==> src/bus_pin_cfg.svh <==
// Constants for the bus and peripheral pin-state controller
// ==========================================================================
// Functional notes
// - Matching first-three chip select low, others high
// - External strobes and data lanes follow access size
// - On-chip access: strobes high, address out, data floats
// - Row strobe low only in row-down or refresh
// - Column strobes low only during refresh
// - Power-on reset and sleep fixed pin levels
// - Standby footnoted outputs float when float bit set
// - Port inputs float, outputs keep mode and level; code floats them in standby with float bit set
// - Standby float bit six: one floats, zero holds
`ifndef BUS_PIN_CFG_SVH
`define BUS_PIN_CFG_SVH

// ==========================================================================
// Widths
`define BPS_ADDR_W        22
`define BPS_DATA_W        16
`define BPS_CS_COUNT      4
`define BPS_CS_DECODED    3
`define BPS_PORT_W        16
`define BPS_PERIPH_W      8

// ==========================================================================
// Standby control bit position that floats the pins in standby
`define BPS_STANDBY_FLOAT_POS 6

// ==========================================================================
// Pin values shown during power-on reset
`define BPS_RST_CS_N      4'hf
`define BPS_RST_CS_OE     4'h3
`define BPS_RST_ADDR      22'h000000
`define BPS_RST_DATA      16'h0000

`endif

==> src/bus_pin_pkg.sv <==
// Types shared by the bus pin-state controller and its pin groups
`include "bus_pin_cfg.svh"

package bus_pin_pkg;

  // ========================================================================
  // Power state of the device; power-on reset is the reset itself
  typedef enum logic [1:0]
  {
    PWR_RUN     = 2'b00,
    PWR_SLEEP   = 2'b01,
    PWR_STANDBY = 2'b10
  } power_mode_t;

  // ========================================================================
  // Kind and size of the current bus access
  typedef enum logic [1:0]
  {
    ACC_IDLE     = 2'b00,
    ACC_ONCHIP   = 2'b01,
    ACC_EXTERNAL = 2'b10
  } access_kind_t;

  typedef enum logic [1:0]
  {
    SZ_BYTE8 = 2'b00,
    SZ_UPPER = 2'b01,
    SZ_LOWER = 2'b10,
    SZ_WORD  = 2'b11
  } access_size_t;

  // ========================================================================
  // Access request from the bus state controller
  typedef struct packed
  {
    access_kind_t                kind;
    access_size_t                size;
    logic                        write;
    logic [1:0]                  area;
    logic [`BPS_ADDR_W-1:0]      addr;
    logic [`BPS_DATA_W-1:0]      wdata;
  } bus_request_t;

  // ========================================================================
  // Bus pin drive: every pin as value plus output enable (high = driving)
  typedef struct packed
  {
    logic [`BPS_CS_COUNT-1:0]    chipSelectN;
    logic [`BPS_CS_COUNT-1:0]    chipSelectOe;
    logic                        rowStrobeN;
    logic                        upperColumnStrobeN;
    logic                        lowerColumnStrobeN;
    logic                        busDirectionLine;
    logic                        dramCtlOe;
    logic                        addressHoldN;
    logic                        addressHoldOe;
    logic                        readStrobeN;
    logic                        readStrobeOe;
    logic                        upperWriteStrobeN;
    logic                        lowerWriteStrobeN;
    logic                        writeStrobeOe;
    logic [`BPS_ADDR_W-1:0]      addr;
    logic                        addrOe;
    logic [`BPS_DATA_W-1:0]      data;
    logic                        dataOeUpper;
    logic                        dataOeLower;
  } bus_pins_t;

endpackage : bus_pin_pkg

==> src/bus_pin_state_control.sv <==
// Pin-state controller for the external bus, peripheral outputs and port pins
`timescale 1ns/100ps
`default_nettype none
`include "bus_pin_cfg.svh"

module bus_pin_state_control
(
  // Clock and reset
  input  wire logic                           sys_clk,
  input  wire logic                           resetn,
  // Power state and standby control
  input  wire bus_pin_pkg::power_mode_t       powerMode,
  input  wire logic [7:0]                     standbyControl,
  // Bus access from the bus state controller
  input  wire bus_pin_pkg::bus_request_t      busRequest,
  input  wire logic                           rowDownState,
  input  wire logic                           refreshActive,
  // Clock and watchdog pins
  input  wire logic                           watchdogOverflow,
  // Footnoted peripheral outputs: acknowledges, transmit, timer
  input  wire logic [`BPS_PERIPH_W-1:0]       periphIsOutput,
  input  wire logic [`BPS_PERIPH_W-1:0]       periphLevel,
  // General-purpose port pins
  input  wire logic [`BPS_PORT_W-1:0]         portIsOutput,
  input  wire logic [`BPS_PORT_W-1:0]         portLevel,
  // Bus pin drive
  output bus_pin_pkg::bus_pins_t              busPins,
  // Clock pin: enable, and force-high over the running clock
  output logic                                clockOutOe,
  output logic                                clockForceHigh,
  output logic                                watchdogOverflowOut,
  // Peripheral and port pin drive
  output logic [`BPS_PERIPH_W-1:0]            periphOe,
  output logic [`BPS_PERIPH_W-1:0]            periphOut,
  output logic [`BPS_PORT_W-1:0]              portOe,
  output logic [`BPS_PORT_W-1:0]              portOut
);

  // ========================================================================
  // State
  typedef struct packed
  {
    bus_pin_pkg::bus_pins_t pins;
    logic                   clkOe;
    logic                   clkHigh;
    logic                   wdtOut;
  } ctl_state_t;

  ctl_state_t stateFf;
  ctl_state_t nxtState;

  logic standbyFloatBit;
  logic isExternal;
  logic isWrite;
  logic laneUpper;
  logic laneLower;

  assign standbyFloatBit = standbyControl[`BPS_STANDBY_FLOAT_POS];
  assign isExternal      = (busRequest.kind == bus_pin_pkg::ACC_EXTERNAL);
  assign isWrite         = busRequest.write;

  // Data lanes used by the access size; 8-bit space sits on the lower lane
  assign laneUpper = (busRequest.size == bus_pin_pkg::SZ_UPPER) ||
                     (busRequest.size == bus_pin_pkg::SZ_WORD);
  assign laneLower = (busRequest.size != bus_pin_pkg::SZ_UPPER);

  // ========================================================================
  // Next pin state from power state and current access.
  // Everything is registered so a state change never glitches a strobe,
  // at the cost of one cycle from request to pin.
  always_comb
  begin
    nxtState = stateFf;
    // Defaults: idle bus, every strobe inactive and driven
    nxtState.pins.chipSelectN        = '1;
    nxtState.pins.chipSelectOe       = '1;
    nxtState.pins.rowStrobeN         = 1'b1;
    nxtState.pins.upperColumnStrobeN = 1'b1;
    nxtState.pins.lowerColumnStrobeN = 1'b1;
    nxtState.pins.busDirectionLine   = 1'b1;
    nxtState.pins.dramCtlOe          = 1'b1;
    nxtState.pins.addressHoldN       = 1'b0;
    nxtState.pins.addressHoldOe      = 1'b1;
    nxtState.pins.readStrobeN        = 1'b1;
    nxtState.pins.readStrobeOe       = 1'b1;
    nxtState.pins.upperWriteStrobeN  = 1'b1;
    nxtState.pins.lowerWriteStrobeN  = 1'b1;
    nxtState.pins.writeStrobeOe      = 1'b1;
    nxtState.pins.addrOe             = 1'b1;
    nxtState.pins.dataOeUpper        = 1'b0;
    nxtState.pins.dataOeLower        = 1'b0;
    nxtState.clkOe                   = 1'b1;
    nxtState.clkHigh                 = 1'b0;
    nxtState.wdtOut                  = watchdogOverflow;
    unique case (powerMode)
      bus_pin_pkg::PWR_RUN:
      begin
        // Idle and on-chip accesses keep the defaults; address still shown
        nxtState.pins.addr = busRequest.addr;
        if (isExternal)
        begin
          // Only three selects decode an area; the fourth stays high
          for (int i = 0; i < `BPS_CS_DECODED; i++)
          begin
            nxtState.pins.chipSelectN[i] = (busRequest.area != 2'(i));
          end
          nxtState.pins.readStrobeN       = isWrite;
          nxtState.pins.upperWriteStrobeN = !(isWrite && laneUpper);
          nxtState.pins.lowerWriteStrobeN = !(isWrite && laneLower);
          nxtState.pins.dataOeUpper       = isWrite && laneUpper;
          nxtState.pins.dataOeLower       = isWrite && laneLower;
          nxtState.pins.data              = busRequest.wdata;
        end
        // Row strobe follows the memory controller, column strobes refresh only
        nxtState.pins.rowStrobeN         = !(rowDownState || refreshActive);
        nxtState.pins.upperColumnStrobeN = !refreshActive;
        nxtState.pins.lowerColumnStrobeN = !refreshActive;
      end
      bus_pin_pkg::PWR_SLEEP:
      begin
        // No bus traffic: strobes high, address hold low, last address held
        // Address is not among the defaults, so it keeps its last value
        nxtState.pins.addressHoldN = 1'b0;
      end
      bus_pin_pkg::PWR_STANDBY:
      begin
        // Bus released; the memory control lines stay driven high
        // dramCtlOe keeps its default, so those lines float only in reset
        nxtState.pins.chipSelectOe  = '0;
        nxtState.pins.addressHoldOe = 1'b0;
        nxtState.pins.readStrobeOe  = 1'b0;
        nxtState.pins.writeStrobeOe = 1'b0;
        nxtState.pins.addrOe        = 1'b0;
        nxtState.clkHigh            = 1'b1;
        nxtState.clkOe              = !standbyFloatBit;
      end
      default:
      begin
        // Unused power code: behave as sleep, the safest bus state
        nxtState.pins.addressHoldN = 1'b0;
      end
    endcase
  end

  // ========================================================================
  // Register; reset values are the power-on reset pin levels
  always_ff @(posedge sys_clk or negedge resetn)
  begin
    if (!resetn)
    begin
      stateFf                         <= '0;
      stateFf.pins.chipSelectN        <= `BPS_RST_CS_N;
      stateFf.pins.chipSelectOe       <= `BPS_RST_CS_OE;
      stateFf.pins.rowStrobeN         <= 1'b1;
      stateFf.pins.upperColumnStrobeN <= 1'b1;
      stateFf.pins.lowerColumnStrobeN <= 1'b1;
      stateFf.pins.busDirectionLine   <= 1'b1;
      stateFf.pins.dramCtlOe          <= 1'b0;
      stateFf.pins.addressHoldN       <= 1'b1;
      stateFf.pins.addressHoldOe      <= 1'b0;
      stateFf.pins.readStrobeN        <= 1'b1;
      stateFf.pins.readStrobeOe       <= 1'b1;
      stateFf.pins.upperWriteStrobeN  <= 1'b1;
      stateFf.pins.lowerWriteStrobeN  <= 1'b1;
      stateFf.pins.writeStrobeOe      <= 1'b1;
      stateFf.pins.addr               <= `BPS_RST_ADDR;
      stateFf.pins.addrOe             <= 1'b1;
      stateFf.pins.data               <= `BPS_RST_DATA;
      // Clock pin drives through reset; only standby may release it
      stateFf.clkOe                   <= 1'b1;
    end
    else
    begin
      stateFf <= nxtState;
    end
  end

  assign busPins             = stateFf.pins;
  assign clockOutOe          = stateFf.clkOe;
  assign clockForceHigh      = stateFf.clkHigh;
  assign watchdogOverflowOut = stateFf.wdtOut;

  // ========================================================================
  // Footnoted peripheral outputs keep working in sleep
  pin_hold_group
  #(
    .WIDTH         (`BPS_PERIPH_W),
    .HOLD_IN_SLEEP (1'b0)
  )
  u_periph_pins
  (
    .sys_clk         (sys_clk),
    .resetn          (resetn),
    .powerMode       (powerMode),
    .standbyFloatBit (standbyFloatBit),
    .pinIsOutput     (periphIsOutput),
    .pinLevel        (periphLevel),
    .pinOe           (periphOe),
    .pinOut          (periphOut)
  );

  // Port pins freeze direction and level in sleep, and in standby unless the float bit is set
  // Frozen direction keeps an input from turning into an output
  pin_hold_group
  #(
    .WIDTH         (`BPS_PORT_W),
    .HOLD_IN_SLEEP (1'b1)
  )
  u_port_pins
  (
    .sys_clk         (sys_clk),
    .resetn          (resetn),
    .powerMode       (powerMode),
    .standbyFloatBit (standbyFloatBit),
    .pinIsOutput     (portIsOutput),
    .pinLevel        (portLevel),
    .pinOe           (portOe),
    .pinOut          (portOut)
  );

endmodule : bus_pin_state_control
`default_nettype wire

==> src/pin_hold_group.sv <==
// Group of output-capable pins that hold or float in the power-down states
`timescale 1ns/100ps
`default_nettype none
`include "bus_pin_cfg.svh"

module pin_hold_group
#(
  parameter int WIDTH         = 8,
  parameter bit HOLD_IN_SLEEP = 1'b0
)
(
  // Clock and reset
  input  wire logic              sys_clk,
  input  wire logic              resetn,
  // Power state
  input  wire bus_pin_pkg::power_mode_t powerMode,
  input  wire logic              standbyFloatBit,
  // Pin source: direction (1 = output) and level
  input  wire logic [WIDTH-1:0]  pinIsOutput,
  input  wire logic [WIDTH-1:0]  pinLevel,
  // Pin drive
  output logic      [WIDTH-1:0]  pinOe,
  output logic      [WIDTH-1:0]  pinOut
);

  // ========================================================================
  // State
  typedef struct packed
  {
    logic [WIDTH-1:0] oe;
    logic [WIDTH-1:0] out;
  } group_state_t;

  group_state_t stateFf;
  group_state_t nxtState;

  logic holdLevel;
  logic floatAll;

  // Level is frozen in standby, and in sleep where the group asks for it;
  // spare code 11 shares bit 0 with sleep and is held the same way
  assign holdLevel = (powerMode == bus_pin_pkg::PWR_STANDBY) ||
                     (HOLD_IN_SLEEP && powerMode[0]);
  assign floatAll  = (powerMode == bus_pin_pkg::PWR_STANDBY) && standbyFloatBit;

  // Per-pin selection; direction is frozen with the level so a mode never flips
  always_comb
  begin
    nxtState = stateFf;
    for (int i = 0; i < WIDTH; i++)
    begin
      if (floatAll)
      begin
        nxtState.oe[i] = 1'b0;
      end
      else if (holdLevel)
      begin
        nxtState.oe[i] = stateFf.oe[i];
      end
      else
      begin
        nxtState.oe[i]  = pinIsOutput[i];
        nxtState.out[i] = pinLevel[i];
      end
    end
  end

  // Register; reset floats every pin in the group
  always_ff @(posedge sys_clk or negedge resetn)
  begin
    if (!resetn)
    begin
      stateFf <= '0;
    end
    else
    begin
      stateFf <= nxtState;
    end
  end

  assign pinOe  = stateFf.oe;
  assign pinOut = stateFf.out;

endmodule : pin_hold_group
`default_nettype wire

==> config.mk <==
export PLATFORM = sky130hd
export DESIGN_NAME = bus_pin_state_control
export DESIGN_NICKNAME = d
export VERILOG_FILES = /design/src/bus_pin_pkg.sv /design/src/bus_pin_state_control.sv /design/src/pin_hold_group.sv
export VERILOG_INCLUDE_DIRS = /design/src
export SDC_FILE = /design/constraint.sdc
export NUM_CORES = 1
export LEC_CHECK = 0
export BUFFER_PORTS_ARGS = -buffer_cell sky130_fd_sc_hd__buf_2
export CORE_MARGIN = 5
export CORE_UTILIZATION = 47
export CTS_CLUSTER_DIAMETER = 80
export CTS_CLUSTER_SIZE = 30
export DETAILED_ROUTE_END_ITERATION = 8
export GPL_ROUTABILITY_DRIVEN = 1
export PLACE_DENSITY = 0.93
export SLEW_MARGIN = 10
export SYNTH_ARGS = -nofsm -noshare
export SYNTH_HDL_FRONTEND = slang
export SYNTH_SLANG_ARGS = --single-unit
==> constraint.sdc <==
create_clock -name sys_clk -period 1.5 [get_ports sys_clk]
set_input_delay 0.15 -clock sys_clk [delete_from_list [all_inputs] [get_ports sys_clk]]
set_output_delay 0.15 -clock sys_clk [all_outputs]
set_load 0.01 [all_outputs]
==> results.md <==
* Outcome: complete, no violations
* CTS H-Tree Depth at 3
* FP Rows at 32
* Cts repair resizes at 0
* Cts bufs inserted at 9
* DR iter-0 viols at 66
* Buf/Inv on CP at 3
* Pre-CTS setup slack at 155 ps
* Final setup fails at 0
* Core ar. at 7810 µm²
* Die area at 10000 µm²
* WL final at 9.62 mm
* VDD IR-drop max at 0.808 mV
* Syn_area_per_cell at 14.6 µm²
* Yosys cell types at 22
* CTS tree: done
* Setup TNS at 0 ps
* CP max stage delay at 530 ps
* Fmax at 709 MHz
* CP delay by family, top: buffers and inverters
* Final hold vios at 0
* DRC at 0
* Vias/cell at 4.79
* Final net count at 596
* CP Launch Type: primary input
* Worst-path maximum fanout at 16
* Sequential area share after synthesis at 67.9%
* Largest net degree at the start of global routing at 100
* Crit path cell chain: dlygate4sd3_1 > buf_2 > inv_2 > a21o_1 > a22o_1
* Slew HR at 64.8%
* Post-route clock period utilization at 94.0%
* Number of antenna-violating nets in the routed design at 0
* Mapped cell area at 3810 µm²
* Worst Tran Pin Value at 527 ps
* Final Skew at 0 ps
* Dpl hpwl at 7.11 mm
* Initial antenna violation count at 0
* RD Place Congestion at 0.827
* Fin util at 68.1%
* DR pass1 iterations at 4
* Post-route setup slack at 89.4 ps
* P per Cell Area at 1160 nW/µm²
* Top cells by area, synth: dfrtp_1, mux2_2, dfstp_2
* # diodes at 0
* Synthesis-stage register bit count at 103
* Via count at 2848
* RSZ-0062 raised after global routing: no
* Grt ovf at 0
* Crit path arrival time at 1700 ps
* Hold WC Path Type: primary input to flip-flop
* First-pass GRT wire length at 15.2 mm
* Placement-stage cell area at 4920 µm²
* Cell accounting for the most synthesized area: dfrtp_1
* Max-cap violations at 0
* Initial Util at 48.9%
* Mapped Cells at 262
* Clock sinks at 103
* Tmin final at 1410 ps
* Critical path type: primary input to flip-flop
* Pins Over Slew Limit at 0
* Setup crit end kind: flip-flop
* DR WL/cell at 16.2 µm
* Global-route usage over all layers at 19.2%
* Root Buffer: clkbuf_8
* Hold Slack at 14.4 ps
* CTS clk-pin slew, worst paths at 90 ps
* I/O Pins at 220
* IO buf count at 210
* Chip width at 100 µm
* P&R area growth vs syn at 39.4%
* Clock Path Buffers at 2
* Leak at 2.73 nW
* Share of post-route cells with drive strength above 1 at 59.6%
* Final Instance Area at 5320 µm²
* Top-area cell type share of the netlist area at 60.3%
* Slowest cell on the critical path: dlygate4sd3_1
* Required time of the critical path at 1780 ps
* Die height at 100 µm
* Synthesis warning total at 0
* Worst-Skew Late Latency at 340 ps
* Vias in the first global route at 3112
==> through the flow <==
stage                     power, mW  instances
after floorplan                3.89        264
after detailed placement       4.53        560
after global routing           6.53        595
after global placement         4.46        560
after CTS                      6.24        591
final                          6.19        595
==> cells by family after synthesis <==
family	share of synthesized area (%)
multiplexers	15.9
flip-flops	67.9
buffers and inverters	4.62
other	0.197
AND/OR/NAND/NOR	6.26
AO/OA/AOI/OAI	5.05
==> cell usage in the layout, fill, tap and decap left out <==
cell type      count
a21o_1             1
a22o_1            16
and3_1             1
buf_12             3
buf_2            209
buf_4              3
clkbuf_8          13
clkinv_1           1
clkinv_4           2
clkinvlp_4         1
conb_1             4
dfrtp_1           92
dfstp_2           11
dlygate4sd3_1     19
inv_1              1
inv_2              2
mux2_1             6
mux2_2            48
nand2_1           42
nand2b_1           3
nand3_1            1
nand3b_1           2
nor2_4             1
nor4b_4            1
o21ai_0            9
or3b_1             1
==> flip-flops by register name, summed over array words and instances, names as in the netlist <==
register	count
clockForceHigh	1
busPins	52
u_port_pins.pinOut	16
u_port_pins.pinOe	16
u_periph_pins.pinOe	8
watchdogOverflowOut	1
clockOutOe	1
u_periph_pins.pinOut	8
==> routing by layer <==
metal  track usage [%]  part of all wire, %  wire length [µm]
met1              21.7                   36              3490
met2              34.8                   53              5100
met3              6.25                  8.9               855
met4              4.97                  1.8               173
met5                 0                    0                 0
==> path summary, 6_finish.rpt <==
check / from / to / slack (ps) / cells after the start
min in group asynchronous: resetn / busPins[9] / 150 / 2
max in group asynchronous: resetn / clockOutOe / 660 / 3
worst min-delay path: periphIsOutput[1] / u_periph_pins.pinOe[1] / 10 / 3
worst max-delay path: standbyControl[6] / u_port_pins.pinOe[5] / 90 / 5
worst max register to register: busPins[16] / busPins[16] / 690 / 1
worst min register to register: u_periph_pins.pinOut[3] / u_periph_pins.pinOut[3] / 470 / 2
==> layout make-up <==
class                      count  area [µm²]
clock buffer                  13         179
clock inverter                 3        25.0
fill                         587        2490
inverter                       4        15.0
multi-input combinational    136        1060
sequential                   103        2590
tap                          102         128
timing repair buffer         234        1320
==> synth_stat cells, drive strengths merged <==
cell    count
clkinv      1
nand2      42
a21o        1
or3b        1
mux2       54
buf        21
nor4b       1
a22o       16
inv         3
nor2        1
conb        2
nand2b      3
dfstp      11
nand3       1
nand3b      2
and3        1
o21ai       9
dfrtp      92
==> what timing repair did <==
item / 4_1_cts / 5_1_grt
setup endpoints to repair: 0 / 0
hold buffers: 15 / 4
endpoints found under the hold margin: 106 / 4
setup buffers: 0 / 0
==> report_power, final <==
group          switching (mW)  total [mW]  internal [mW]
registers               0.171        3.29           3.12
logic                   0.594        1.21          0.617
clock network           0.891        1.68          0.792
total                    1.66        6.19           4.53
Power figures use the tool's default switching activity.
